==> src/verilog/gpwk_consts.svh <==
// register offsets, field positions and reset values for the gpio output and wake block
`ifndef GPWK_CONSTS_SVH
`define GPWK_CONSTS_SVH
`define GPWK_OFF_PA_OUT   32'h4000b00c
`define GPWK_OFF_PA_SET   32'h4000b010
`define GPWK_OFF_PA_CLR   32'h4000b014
`define GPWK_OFF_PB_OUT   32'h4000b40c
`define GPWK_OFF_PB_SET   32'h4000b410
`define GPWK_OFF_PB_CLR   32'h4000b414
`define GPWK_OFF_PC_OUT   32'h4000b80c
`define GPWK_OFF_PC_SET   32'h4000b810
`define GPWK_OFF_PC_CLR   32'h4000b814
`define GPWK_OFF_PA_WAKE  32'h4000bc08
`define GPWK_OFF_PB_WAKE  32'h4000bc0c
`define GPWK_OFF_PC_WAKE  32'h4000bc10
`define GPWK_OFF_FILT     32'h4000bc1c
`define GPWK_OFF_PA_CFG   32'h4000b000
`define GPWK_OFF_PB_CFG   32'h4000b400
`define GPWK_OFF_PC_CFG   32'h4000b800
`define GPWK_PORT_STRIDE  32'h00000400
`define GPWK_RST_OUT      8'h00
`define GPWK_RST_WAKE     8'h00
`define GPWK_RST_FILT     4'h0
`define GPWK_RST_CFG      32'h44444444
`define GPWK_FILT_IRQ4    3
`define GPWK_FILT_SER1    1
`define GPWK_FILT_PINS    0
`define GPWK_CFG_ANALOG   4'h0
`define GPWK_CFG_OUT_PP   4'h1
`define GPWK_CFG_IN_FLT   4'h4
`define GPWK_CFG_OUT_OD   4'h5
`define GPWK_CFG_IN_PULL  4'h8
`define GPWK_CFG_ALT_PP   4'h9
`define GPWK_CFG_ALT_OD   4'hd
`endif

==> src/verilog/gpwk_pkg.sv <==
// types shared by the gpio output and wake block
package gpwk_pkg;
  typedef struct packed {
    logic [31:0] addr;
    logic [31:0] wdata;
    logic        wr;
    logic        rd;
  } gpwk_req_t;
  typedef struct packed {
    logic [23:0] out;
    logic [23:0] oe;
    logic [23:0] pull_en;
    logic [23:0] pull_up;
  } gpwk_pin_t;
endpackage

==> src/verilog/gpwk_regs.sv <==
// three-port gpio output latch, set/clear strobes, wake enables and filter bits
//
// The implementer's own choice: the address-and-strobe port.
`timescale 1ns/1ns
`include "gpwk_consts.svh"
module gpwk_regs #(
  parameter int PORTS = 3
) (
  input  wire logic              clk_sys,
  input  wire logic              rst_n,
  input  wire gpwk_pkg::gpwk_req_t bus_req,
  output logic [31:0]            bus_rdata,
  input  wire logic [23:0]       alt_out,
  output gpwk_pkg::gpwk_pin_t    pins,
  output logic [23:0]            wake_monitor_enable,
  output logic                   ext_irq4_wake_filter_en,
  output logic                   serial1_wake_filter_en,
  output logic                   pin_wake_filter_en
);
  logic [7:0]  out_q [PORTS];
  logic [7:0]  wake_q [PORTS];
  logic [31:0] cfg_q [PORTS];
  logic [3:0]  filt_q;
  logic [31:0] rdata_q;
  gpwk_pkg::gpwk_pin_t pins_q;
  logic [23:0] wake_o_q;
  logic [2:0]  filt_o_q;
  // per-pin next values, gathered so one process owns pins_q
  wire logic [23:0] pin_val;
  wire logic [23:0] pin_oe;
  wire logic [23:0] pin_pen;
  wire logic [23:0] pin_pup;

  wire logic        wr = bus_req.wr;
  wire logic        rd = bus_req.rd;
  wire logic [31:0] a  = bus_req.addr;
  wire logic [7:0]  wd = bus_req.wdata[7:0];
  wire logic        hit_filt = (a == `GPWK_OFF_FILT);

  logic [31:0] rd_mux [PORTS+1];
  assign rd_mux[0] = hit_filt ? {28'h0000000, filt_q} : 32'h00000000;

  genvar p;
  for (p = 0; p < PORTS; p++) begin : g_port
    wire logic [31:0] base = `GPWK_OFF_PA_OUT + 32'(p) * `GPWK_PORT_STRIDE;
    wire logic [31:0] cbas = `GPWK_OFF_PA_CFG + 32'(p) * `GPWK_PORT_STRIDE;
    wire logic [31:0] wadr = `GPWK_OFF_PA_WAKE + 32'(p) * 32'h00000004;
    wire logic hit_out  = (a == base);
    wire logic hit_set  = (a == base + 32'h00000004);
    wire logic hit_clr  = (a == base + 32'h00000008);
    wire logic hit_wake = (a == wadr);
    wire logic hit_cfgl = (a == cbas);
    wire logic hit_cfgh = (a == cbas + 32'h00000004);
    logic [7:0] out_d;
    always_comb begin
      out_d = out_q[p];
      if (wr && hit_out) out_d = wd;
      if (wr && hit_set) out_d = out_q[p] | wd;
      if (wr && hit_clr) out_d = out_q[p] & ~wd;
    end
    always_ff @(posedge clk_sys) begin
      if (!rst_n) begin
        out_q[p]  <= `GPWK_RST_OUT;
        wake_q[p] <= `GPWK_RST_WAKE;
        cfg_q[p]  <= `GPWK_RST_CFG;
      end else begin
        out_q[p] <= out_d;
        if (wr && hit_wake) wake_q[p] <= wd;
        if (wr && hit_cfgl) cfg_q[p][15:0] <= bus_req.wdata[15:0];
        if (wr && hit_cfgh) cfg_q[p][31:16] <= bus_req.wdata[15:0];
      end
    end
    assign rd_mux[p+1] = rd_mux[p]
      | (hit_out  ? {24'h000000, out_q[p]}  : 32'h00000000)
      | (hit_wake ? {24'h000000, wake_q[p]} : 32'h00000000)
      | (hit_cfgl ? {16'h0000, cfg_q[p][15:0]}  : 32'h00000000)
      | (hit_cfgh ? {16'h0000, cfg_q[p][31:16]} : 32'h00000000);
    genvar b;
    for (b = 0; b < 8; b++) begin : g_pin
      wire logic [3:0] mode = cfg_q[p][4*b+3:4*b];
      wire logic alt = (mode == `GPWK_CFG_ALT_PP) || (mode == `GPWK_CFG_ALT_OD);
      wire logic od  = (mode == `GPWK_CFG_OUT_OD) || (mode == `GPWK_CFG_ALT_OD);
      wire logic drv = (mode == `GPWK_CFG_OUT_PP) || (mode == `GPWK_CFG_OUT_OD) || alt;
      wire logic val = alt ? alt_out[8*p+b] : out_d[b];
      // open-drain only pulls low, released when high
      wire logic oe  = drv && !(od && val);
      assign pin_val[8*p+b] = val;
      assign pin_oe[8*p+b]  = oe;
      assign pin_pen[8*p+b] = (mode == `GPWK_CFG_IN_PULL);
      assign pin_pup[8*p+b] = out_d[b];
    end
  end

  always_ff @(posedge clk_sys) begin
    if (!rst_n) begin
      pins_q <= '0;
    end else begin
      pins_q.out     <= pin_val;
      pins_q.oe      <= pin_oe;
      pins_q.pull_en <= pin_pen;
      pins_q.pull_up <= pin_pup;
    end
  end

  always_ff @(posedge clk_sys) begin
    if (!rst_n) begin
      filt_q   <= `GPWK_RST_FILT;
      rdata_q  <= 32'h00000000;
      wake_o_q <= 24'h000000;
      filt_o_q <= 3'h0;
    end else begin
      if (wr && hit_filt) begin
        filt_q <= bus_req.wdata[3:0] & 4'hb;
      end
      // unmapped reads answer zero
      rdata_q  <= rd ? rd_mux[PORTS] : 32'h00000000;
      wake_o_q <= {wake_q[2], wake_q[1], wake_q[0]};
      filt_o_q <= {filt_q[`GPWK_FILT_IRQ4], filt_q[`GPWK_FILT_SER1], filt_q[`GPWK_FILT_PINS]};
    end
  end

  assign bus_rdata               = rdata_q;
  assign pins                    = pins_q;
  assign wake_monitor_enable     = wake_o_q;
  assign ext_irq4_wake_filter_en = filt_o_q[2];
  assign serial1_wake_filter_en  = filt_o_q[1];
  assign pin_wake_filter_en      = filt_o_q[0];
endmodule

==> config.mk <==
export PLATFORM = sky130hd
export DESIGN_NAME = gpwk_regs
export DESIGN_NICKNAME = d
export VERILOG_FILES = /design/src/verilog/gpwk_pkg.sv /design/src/verilog/gpwk_regs.sv
export VERILOG_INCLUDE_DIRS = /design/src /design/src/verilog
export SDC_FILE = /design/constraint.sdc
export NUM_CORES = 1
export LEC_CHECK = 0
export BUFFER_PORTS_ARGS = -buffer_cell sky130_fd_sc_hd__buf_2
export CORE_UTILIZATION = 50
export DETAILED_ROUTE_END_ITERATION = 7
export PLACE_DENSITY_LB_ADDON = 0.3
export SLEW_MARGIN = 10
export SYNTH_ARGS = -nofsm -noshare
export SYNTH_HDL_FRONTEND = slang
export SYNTH_SLANG_ARGS = --single-unit
==> constraint.sdc <==
create_clock -name clk_sys -period 4.1 [get_ports clk_sys]
set_input_delay 0.82 -clock clk_sys [delete_from_list [all_inputs] [get_ports clk_sys]]
set_output_delay 0.82 -clock clk_sys [all_outputs]
set_load 0.005 [all_outputs]
# Word-level counts from Yosys, hierarchy flattened

Memories as Yosys holds them, arrays and structs flattened.
Cells that the tools add are included.

Equality and inequality tests: 139
Multiplexer cells: 87
Bitwise operators: 31
Reductions and logical operators: 188

Operators with widths:

| kind                                                   | count |
|---|---|
| equality test 32 x 31 -> 1 bit (second input constant) | 19 |
| equality test 4 bit (second input constant)            | 72 |
| two-way mux 16 bit                                     | 12 |
| two-way mux 8 bit                                      | 21 |
| equality test 4 x 1 -> 1 bit (second input constant)   | 24 |
| equality test 4 x 3 -> 1 bit (second input constant)   | 24 |
| logical OR 1 bit                                       | 96 |
| bitwise OR 16 bit                                      | 5 |
| logical AND 1 bit                                      | 67 |
| bitwise OR 16 x 8 -> 16 bit                            | 4 |
| two-way mux 1 bit                                      | 53 |
| bitwise OR 8 bit                                       | 4 |
| AND 8 bit                                              | 3 |
| zero test 1 bit                                        | 24 |
| bitwise OR 8 x 16 -> 16 bit                            | 1 |
| bitwise OR 1 bit                                       | 12 |
| NOT 8 bit                                              | 1 |
| bitwise OR 4 x 8 -> 8 bit                              | 1 |
| two-way mux 4 bit                                      | 1 |
| AND reduction 2 bit                                    | 1 |

Bits in registers: 158
RAM bits: 144
Bits of input ports: 92
Output and inout bits: 155
Word-level logic and storage cells: 456
Memories kept: 3

Memory list:

| name   | depth | width | rd ports | clocked after Yosys merged registers in | write ports | RTL line        | source |
|---|---|---|---|---|---|---|---|
| cfg_q  | 3     | 32    | 3        | 0                                       | 3           | gpwk_regs.sv:22 | `logic [31:0] cfg_q [PORTS];` |
| out_q  | 3     | 8     | 3        | 0                                       | 3           | gpwk_regs.sv:20 | `logic [7:0] out_q [PORTS];` |
| wake_q | 3     | 8     | 3        | 0                                       | 3           | gpwk_regs.sv:21 | `logic [7:0] wake_q [PORTS];` |

# Depth between registers and ports, before layout

Gate-level depths: netlist (run 1).

Depth in word-level cells: 14
Gate-level depth with buffers: 9
Mapped depth without buffers: 6

# Worst setup path before layout (run 1)

OpenSTA, ideal clock, no wires.

Path kind: input-to-reg
Start: input port bus_req[56] (netlist bit)
End: memory cfg_q[2][16] (enable)
Library setup time: 411 ps
Arrival: 3039 ps
Slack: 650 ps
Cell stages on the path: 5
Cells stage by stage: nor4_2 nand3_2 or3_1 clkbuf_1 o21ai_0

RTL lines:

| item        | RTL line        | source |
|---|---|---|
| from (decl) | gpwk_regs.sv:11 | `input wire gpwk_pkg::gpwk_req_t bus_req,` |
| to (decl)   | gpwk_regs.sv:22 |  |

# Final worst setup path (run 1)

Start: input port bus_req[45] (netlist bit)
End: register pins_q, in the netlist pins[55]

Longest elaborated chain between the ends: 9
Elaborated cells between the ends (all ways): 13

RTL lines:

| item                           | RTL line        | source |
|---|---|---|
| equality test 32 x 31 -> 1 bit | gpwk_regs.sv:48 | `wire logic hit_out = (a == base);` |
| logical AND 1 bit              | gpwk_regs.sv:57 | `if (wr && hit_out) out_d = wd;` |
| two-way mux 8 bit              | gpwk_regs.sv:57 |  |
| two-way mux 8 bit              | gpwk_regs.sv:58 | `if (wr && hit_set) out_d = out_q[p] \| wd;` |
| two-way mux 8 bit *            | gpwk_regs.sv:59 | `if (wr && hit_clr) out_d = out_q[p] & ~wd;` |
| two-way mux 1 bit *            | gpwk_regs.sv:84 | `wire logic val = alt ? alt_out[8*p+b] : out_d[b];` |
| logical AND 1 bit *            | gpwk_regs.sv:86 | `wire logic oe = drv && !(od && val);` |
| zero test 1 bit *              | gpwk_regs.sv:86 |  |
| logical AND 1 bit *            | gpwk_regs.sv:86 |  |
| to (decl)                      | gpwk_regs.sv:25 | `gpwk_pkg::gpwk_pin_t pins_q;` |

Every way passes the cells marked *; elsewhere a longest branch is shown, timed or not.
A chain may end at the register's enable or synchronous reset.

==> run_summary.xml, run 1 <==
<?xml version="1.0" encoding="UTF-8"?>
<metrics>
  <group name="place">
    <metric name="place.detailed.hpwl" unit="um">24990</metric>
    <metric name="gpl.final_weighted_congestion" unit="">0.9741</metric>
    <metric name="io_buffer_count" unit="">214</metric>
  </group>
  <group name="cells_and_area">
    <metric name="final_cell_mix" unit="">sky130_fd_sc_hd__buf_2, sky130_fd_sc_hd__dfxtp_1, sky130_fd_sc_hd__edfxtp_1</metric>
    <metric name="post_route_cells_drive_above_1_share" unit="">0.2438</metric>
    <metric name="mostFrequentLayoutCell" unit="">sky130_fd_sc_hd__buf_2</metric>
    <metric name="area_growth_syn_to_layout" unit="%">19.06</metric>
    <metric name="final_nets" unit="">1351</metric>
    <metric name="filler_cell_count" unit="">1892</metric>
    <metric name="antenna-diode-count" unit="">0</metric>
    <metric name="utilization" unit="">0.6049</metric>
  </group>
  <group name="synth">
    <metric name="synth_enable_flop_cells" unit="">120</metric>
    <metric name="synth_xor_xnor_area_share" unit="">0</metric>
    <metric name="syn-cell-area" unit="um2">11470</metric>
    <metric name="post_synth_and_or_nand_nor_area_fraction" unit="">0.2615</metric>
    <metric name="fraction_of_registers_with_async_set_or_reset_after_synthesis" unit="">0</metric>
    <metric name="ys_seq_elements" unit="">262</metric>
    <metric name="yosys_warnings" unit="">0</metric>
    <metric name="post_synth_inst_count" unit="">1061</metric>
    <metric name="dominant_combinational_cell_family_by_area_after_synthesis" unit="">simple AND/OR/NAND/NOR gates</metric>
    <metric name="ys_seq_area_frac" unit="">0.5621</metric>
    <metric name="synth.lib_cells_used.distinct" unit="">64</metric>
    <metric name="ys.flop_type" unit="">sky130_fd_sc_hd__dfxtp_1</metric>
    <metric name="synth_compound_gate_area_share" unit="">0.1250</metric>
    <metric name="adder_and_majority_gate_portion_of_the_synthesized_area" unit="">0</metric>
    <metric name="mean_instance_size_in_the_synthesized_netlist" unit="um2">10.81</metric>
    <metric name="synth.area.mux_share" unit="">0.006110</metric>
  </group>
  <group name="floorplan">
    <metric name="top_level_ports" unit="">247</metric>
    <metric name="placeable_core_region" unit="um2">22570</metric>
    <metric name="die_height" unit="um">153.4</metric>
    <metric name="full_die_area" unit="um2">23540</metric>
    <metric name="floorplan.die.width" unit="um">153.4</metric>
    <metric name="floorplan.initialDensity" unit="">0.5080</metric>
    <metric name="floorplan.rows" unit="">55</metric>
  </group>
  <group name="global_route">
    <metric name="gr-total-overflow" unit="">0</metric>
    <metric name="grt_first_pass_wirelength" unit="um">52070</metric>
    <metric name="first_global_vias" unit="">8763</metric>
    <metric name="grt_start_max_net_pins" unit="">64</metric>
    <metric name="groute.usage.overall" unit="">0.2931</metric>
    <metric name="antenna_found_initial" unit="">2</metric>
  </group>
  <group name="flow_run">
    <metric name="maxCapViolations" unit="">0</metric>
  </group>
  <group name="timing">
    <metric name="final-setup-viol-count" unit="">0</metric>
    <metric name="maxSlewHeadroom" unit="">0.4461</metric>
    <metric name="fmax" unit="MHz">319.1</metric>
    <metric name="final_period_minus_worst_setup_slack" unit="ns">3.133</metric>
    <metric name="rsz0062_at_grt" unit="">no</metric>
    <metric name="hold-worst-slack" unit="ns">0.4778</metric>
    <metric name="final_max_slew_viol_count" unit="">0</metric>
    <metric name="timing.final.hold_violations" unit="">0</metric>
    <metric name="worstMarginPinSlew" unit="ns">0.8221</metric>
    <metric name="final.period_utilization" unit="">0.7643</metric>
    <metric name="skew" unit="ns">0.01225</metric>
    <metric name="final.setup.tns" unit="ns">0</metric>
  </group>
  <group name="run_status">
    <metric name="status" unit="">completed</metric>
  </group>
  <group name="clock_tree">
    <metric name="cts_hold_buf" unit="">0</metric>
    <metric name="postCtsSetupBuffers" unit="">0</metric>
    <metric name="cts_root_buf" unit="">sky130_fd_sc_hd__clkbuf_16</metric>
    <metric name="clk_slew_on_worst_s_h_paths" unit="ns">0.06</metric>
    <metric name="htreeDepth" unit="">1</metric>
    <metric name="clock-sinks" unit="">262</metric>
    <metric name="post_cts_resized" unit="">0</metric>
    <metric name="cts_tree" unit="">yes</metric>
    <metric name="clk_latency" unit="ns">0.55</metric>
    <metric name="ctsLongestPathBuffers" unit="">3</metric>
    <metric name="tritoncts.num_buffers" unit="">27</metric>
  </group>
  <group name="drt">
    <metric name="via_per_inst" unit="">6.148</metric>
    <metric name="postRouteAntennaNets" unit="">0</metric>
    <metric name="detail_route.wl_per_cell" unit="um">22.53</metric>
    <metric name="remaining_drc_errors" unit="">0</metric>
    <metric name="route.final.wire_length" unit="um">35260</metric>
    <metric name="dr_total_vias" unit="">9622</metric>
    <metric name="drt_iter0_markers" unit="">1328</metric>
    <metric name="drt_pre_antenna_iters" unit="">8</metric>
  </group>
  <group name="power">
    <metric name="vdd.ir_drop.worst" unit="V">0.0002722</metric>
    <metric name="leakagePower" unit="nW">5.718</metric>
    <metric name="p_per_area" unit="nW/um2">415.7</metric>
    <metric name="totalPowerFinal" unit="mW">5.675</metric>
  </group>
  <group name="min_path">
    <metric name="hold_path.class" unit="">reg2reg</metric>
    <metric name="hold_path.startpoint" unit="">cfg_q[2][4]$_SDFFCE_PN0P_</metric>
  </group>
  <group name="critical_path">
    <metric name="arrival" unit="ns">3.54</metric>
    <metric name="critical_path.max_fanout" unit="">15</metric>
    <metric name="timing.critical_path.slowest_stage_cell" unit="">sky130_fd_sc_hd__nor4_4</metric>
    <metric name="startpoint_types" unit="">input port</metric>
    <metric name="worst_r2r_startpoint" unit="">cfg_q[2][16]$_SDFFCE_PN0P_</metric>
    <metric name="criticalPathCategory" unit="">in2reg</metric>
    <metric name="crit_path_max_incr_delay" unit="ns">0.75</metric>
    <metric name="startpoint" unit="">bus_req[45]</metric>
    <metric name="timing.critical_path.cells" unit="">buf_2 -&gt; nor4b_1 -&gt; nand3_1 -&gt; nor4_4 -&gt; a21boi_1 -&gt; o31ai_1 -&gt; a21oi_1</metric>
    <metric name="critPathCaptureType" unit="">register</metric>
    <metric name="cp_data_required_time" unit="ns">4.51</metric>
    <metric name="rrSetupSlack" unit="ns">2.41</metric>
  </group>
</metrics>
==> report_power, final <==
| group | internal [mW] | leakage [nW] | switching (mW) | total [mW] |
|---|---|---|---|---|
| Clock | 1.46 | 0.436 | 1.02 | 2.48 |
| Combinational | 0.107 | 2.97 | 0.194 | 0.301 |
| Sequential | 2.82 | 2.31 | 0.0759 | 2.90 |
==> synth_stat cells, types with 18 or more instances <==
master,number,area (um2)
sky130_fd_sc_hd__a21oi_1,24,120.1
sky130_fd_sc_hd__a22oi_1,36,270.3
sky130_fd_sc_hd__a31oi_1,37,231.5
sky130_fd_sc_hd__and2_1,98,613.1
sky130_fd_sc_hd__and3_1,66,412.9
sky130_fd_sc_hd__buf_4,18,135.1
sky130_fd_sc_hd__clkbuf_1,54,202.7
sky130_fd_sc_hd__dfxtp_1,142,2843
sky130_fd_sc_hd__edfxtp_1,120,3603
sky130_fd_sc_hd__inv_1,27,101.4
sky130_fd_sc_hd__nand2_1,95,356.6
sky130_fd_sc_hd__nand2b_1,25,156.4
sky130_fd_sc_hd__nand3_1,37,185.2
sky130_fd_sc_hd__nor2_1,32,120.1
sky130_fd_sc_hd__nor4_1,25,156.4
==> critical path, delay by kind of cell <==
kind / cells / cell delay [ns]
AOI/OAI and AO/OA: 3 / 0.79
buffers and inverters: 1 / 0.24
and+or+nand+nor: 3 / 1.67
==> state kept, by name, indices dropped and copies added (netlist names) <==
register             flops
bus_rdata               16
wake_monitor_enable     24
cfg_q                   96
filt_o_q                 3
pins                    95
out_q                    1
filt_q                   3
wake_q                  24
==> area by class of cell <==
type,instances,area [um2],share of cell area
multi-input cells,701,4572,0.3349
clock inverters,11,126.4,0.009256
inverters,27,101.3,0.007423
well taps,285,356.6,0.02612
flip-flops and latches,262,6446,0.4721
clock buffers,39,782.0,0.05728
repair buffers,240,1269,0.09293
==> worst paths after layout <==
path,endpoint,cells after the start
worst max-delay path,pins[55]$_SDFF_PN0_,7
worst max register to register,bus_rdata[0]$_SDFF_PN0_,4
worst min-delay path,pins[41]$_SDFF_PN0_,1
worst min register to register,pins[41]$_SDFF_PN0_,1
==> metal layers <==
layer	vias up	GRT usage	part of all wire
li1	4345	-	-
met1	4572	0.3966	0.39
met2	612	0.4681	0.46
met3	93	0.05954	0.11
met4	0	0.1014	0.034
met5	-	0	0
==> kinds of logic after synthesis <==
logic type | Yosys count
compound gates | 196
buf+inv | 113
flops | 262
mux | 7
other cells | 1
simple gates | 482
==> stage by stage <==
step | instances | area [um2] | worst slack (ns)
floorplan | 1076 | 11520 | 0.6502
global placement | 1515 | 12740 | 0.7178
detailed placement | 1515 | 12740 | 0.6716
CTS | 1565 | 13650 | 1.153
global route | 1565 | 13650 | 0.9127
finish | 1565 | 13650 | 0.9665
Power figures use the tool's default switching activity.
==> run 2: changes to the inputs <==
Clock period 4.1 ns to 3.3 ns, I/O delays scaled along.
==> run 2 against run 1 <==
Effect of this change: highest routed layer unchanged; sequential share of layout area down 1.1 points; largest cell class unchanged; routed wire length grew 2.2%; design area up 2.4%; critical path depth did not move; cell count is 2.0% higher; die area unchanged; worst setup slack worse by 0.32 ns; first-iteration DRC count down 2.6%.
==> run_summary.xml, run 2 (synthesis results as in run 1) <==
<?xml version="1.0" encoding="UTF-8"?>
<metrics>
  <group name="clock_tree">
    <metric name="clk_slew_on_worst_s_h_paths" unit="ns">0.07</metric>
    <metric name="postCtsSetupBuffers" unit="">0</metric>
    <metric name="ctsLongestPathBuffers" unit="">3</metric>
    <metric name="tritoncts.num_buffers" unit="">28</metric>
    <metric name="htreeDepth" unit="">1</metric>
    <metric name="clk_latency" unit="ns">0.55</metric>
    <metric name="post_cts_resized" unit="">0</metric>
    <metric name="clock-sinks" unit="">262</metric>
    <metric name="cts_tree" unit="">yes</metric>
    <metric name="cts_hold_buf" unit="">0</metric>
    <metric name="cts_root_buf" unit="">sky130_fd_sc_hd__clkbuf_16</metric>
  </group>
  <group name="power">
    <metric name="leakagePower" unit="nW">5.925</metric>
    <metric name="power.share.clock" unit="">0.447</metric>
    <metric name="vdd.ir_drop.worst" unit="V">0.0003168</metric>
    <metric name="p_per_area" unit="nW/um2">515.3</metric>
    <metric name="power_switching_share" unit="">0.2229</metric>
    <metric name="totalPowerFinal" unit="mW">7.206</metric>
    <metric name="power.share.sequential" unit="">0.499</metric>
    <metric name="comb_power_share" unit="">0.054</metric>
    <metric name="internal_power" unit="mW">5.600</metric>
    <metric name="netSwitchingPower" unit="mW">1.606</metric>
  </group>
  <group name="timing">
    <metric name="rsz0062_at_grt" unit="">no</metric>
    <metric name="fmax" unit="MHz">376.5</metric>
    <metric name="timing.final.hold_violations" unit="">0</metric>
    <metric name="final.setup.tns" unit="ns">0</metric>
    <metric name="worstMarginPinSlew" unit="ns">0.9399</metric>
    <metric name="final-setup-viol-count" unit="">0</metric>
    <metric name="final.setup.worst_slack" unit="ns">0.6439</metric>
    <metric name="skew" unit="ns">0.01742</metric>
    <metric name="hold-worst-slack" unit="ns">0.3763</metric>
    <metric name="final_period_minus_worst_setup_slack" unit="ns">2.656</metric>
    <metric name="final.period_utilization" unit="">0.8049</metric>
    <metric name="final_max_slew_viol_count" unit="">0</metric>
    <metric name="maxSlewHeadroom" unit="">0.3668</metric>
  </group>
  <group name="critical_path">
    <metric name="critical-path-top-delay-family" unit="">simple AND/OR/NAND/NOR gates</metric>
    <metric name="timing.critical_path.slowest_stage_cell" unit="">sky130_fd_sc_hd__or4_4</metric>
    <metric name="rrSetupSlack" unit="ns">1.62</metric>
    <metric name="cp_data_required_time" unit="ns">3.70</metric>
    <metric name="arrival" unit="ns">3.06</metric>
    <metric name="timing.critical_path.cells" unit="">buf_2 -&gt; nor4_2 -&gt; nand3_2 -&gt; or4_4 -&gt; nor3_4 -&gt; a222oi_1 -&gt; a41oi_1</metric>
    <metric name="criticalPathCategory" unit="">in2reg</metric>
    <metric name="worst_r2r_startpoint" unit="">cfg_q[2][16]$_SDFFCE_PN0P_</metric>
    <metric name="critPathCaptureType" unit="">register</metric>
    <metric name="crit_path_max_incr_delay" unit="ns">0.64</metric>
    <metric name="startpoint_types" unit="">input port</metric>
    <metric name="cp.buffers_inverters" unit="">1</metric>
    <metric name="critical_path.max_fanout" unit="">10</metric>
    <metric name="startpoint" unit="">bus_req[51]</metric>
  </group>
  <group name="place">
    <metric name="io_buffer_count" unit="">214</metric>
    <metric name="placement.cell_area" unit="um2">13020</metric>
    <metric name="place.detailed.hpwl" unit="um">26410</metric>
    <metric name="dp_cells" unit="">1546</metric>
    <metric name="gpl.final_weighted_congestion" unit="">0.9506</metric>
    <metric name="placement.setup.worst_slack" unit="ns">0.2003</metric>
  </group>
  <group name="floorplan">
    <metric name="full_die_area" unit="um2">23540</metric>
    <metric name="top_level_ports" unit="">247</metric>
    <metric name="die_height" unit="um">153.4</metric>
    <metric name="floorplan.initialDensity" unit="">0.5080</metric>
    <metric name="floorplan.rows" unit="">55</metric>
    <metric name="placeable_core_region" unit="um2">22570</metric>
    <metric name="floorplan.die.width" unit="um">153.4</metric>
  </group>
  <group name="global_route">
    <metric name="grt_first_pass_wirelength" unit="um">53720</metric>
    <metric name="antenna_found_initial" unit="">0</metric>
    <metric name="groute.usage.overall" unit="">0.3027</metric>
    <metric name="gr-total-overflow" unit="">0</metric>
    <metric name="first_global_vias" unit="">9168</metric>
    <metric name="grt_start_max_net_pins" unit="">99</metric>
  </group>
  <group name="drt">
    <metric name="drt_iter0_markers" unit="">1294</metric>
    <metric name="via_per_inst" unit="">6.101</metric>
    <metric name="route.final.wire_length" unit="um">36040</metric>
    <metric name="postRouteAntennaNets" unit="">0</metric>
    <metric name="drt_pre_antenna_iters" unit="">6</metric>
    <metric name="detail_route.wl_per_cell" unit="um">22.56</metric>
    <metric name="dr_total_vias" unit="">9743</metric>
    <metric name="remaining_drc_errors" unit="">0</metric>
  </group>
  <group name="cells_and_area">
    <metric name="filler_cell_count" unit="">1857</metric>
    <metric name="mostFrequentLayoutCell" unit="">sky130_fd_sc_hd__buf_2</metric>
    <metric name="stdcell_count" unit="">1597</metric>
    <metric name="sequential_cell_area" unit="um2">6446</metric>
    <metric name="post_route_cells_drive_above_1_share" unit="">0.2630</metric>
    <metric name="final_cell_area" unit="um2">13980</metric>
    <metric name="final_nets" unit="">1383</metric>
    <metric name="antenna-diode-count" unit="">0</metric>
    <metric name="utilization" unit="">0.6196</metric>
    <metric name="final_cell_mix" unit="">sky130_fd_sc_hd__buf_2, sky130_fd_sc_hd__dfxtp_1, sky130_fd_sc_hd__edfxtp_1</metric>
    <metric name="regMostFlops" unit="">cfg_q</metric>
    <metric name="area_growth_syn_to_layout" unit="%">21.95</metric>
    <metric name="area_of_the_multi_input_gates" unit="um2">4572</metric>
    <metric name="largest_reg_flops" unit="">96</metric>
  </group>
  <group name="flow_run">
    <metric name="maxCapViolations" unit="">0</metric>
  </group>
  <group name="min_path">
    <metric name="hold_path.class" unit="">in2reg</metric>
    <metric name="hold_path.startpoint" unit="">alt_out[12]</metric>
  </group>
  <group name="run_status">
    <metric name="status" unit="">completed</metric>
  </group>
</metrics>
[run 2: cell count changes in the layout (fill, tap and decap cells not counted)]
cell and delta:
sky130_fd_sc_hd__buf_12 +3, sky130_fd_sc_hd__buf_4 +28, sky130_fd_sc_hd__bufinv_16 -1, sky130_fd_sc_hd__clkbuf_1 -1, sky130_fd_sc_hd__clkbuf_16 +2, sky130_fd_sc_hd__clkbuf_8 +6
sky130_fd_sc_hd__clkinv_2 -3, sky130_fd_sc_hd__clkinv_4 +1, sky130_fd_sc_hd__clkinv_8 -1, sky130_fd_sc_hd__clkinvlp_4 -2
[run 2: area by class of cell]
type / count / share of cell area
Tap cell: 285 / 0.02550
Clock buffer: 46 / 0.06513
Multi-Input combinational cell: 701 / 0.3269
Sequential cell: 262 / 0.4609
Inverter: 27 / 0.007247
Timing Repair Buffer: 271 / 0.1100
Clock inverter: 5 / 0.004205
[run 2: worst paths after layout]
| kind | end | cells past startpoint |
|---|---|---|
| setup / recovery | bus_rdata[7]$_SDFF_PN0_ | 7 |
| hold / removal | pins[84]$_SDFF_PN0_ | 3 |
| setup reg to reg | bus_rdata[0]$_SDFF_PN0_ | 4 |
| hold reg to reg | pins[41]$_SDFF_PN0_ | 1 |
[run 2: worst register-to-register path, delay by kind of cell (launching register included)]
family | cells | cell delay, ns
AOI/OAI and AO/OA | 3 | 0.91
DFF | 1 | 0.45
muxes | 1 | 0.16
[run 2: power groups by stage]
stage / Combinational, mW / Clock, mW / Sequential [mW]
floorplan: 0.199 / 0 / 3.63
CTS: 0.381 / 3.24 / 3.60
global route: 0.415 / 3.38 / 3.61
finish: 0.386 / 3.22 / 3.60
detailed placement: 0.380 / 0 / 3.66
global placement: 0.373 / 0 / 3.66
[run 2: per-layer routing]
| metal | global-route usage | routed length [um] |
|---|---|---|
| met1 | 0.4223 | 14730 |
| met2 | 0.4953 | 16770 |
| met3 | 0.03998 | 3623 |
| met4 | 0.08286 | 916 |
| met5 | 0 | 0 |
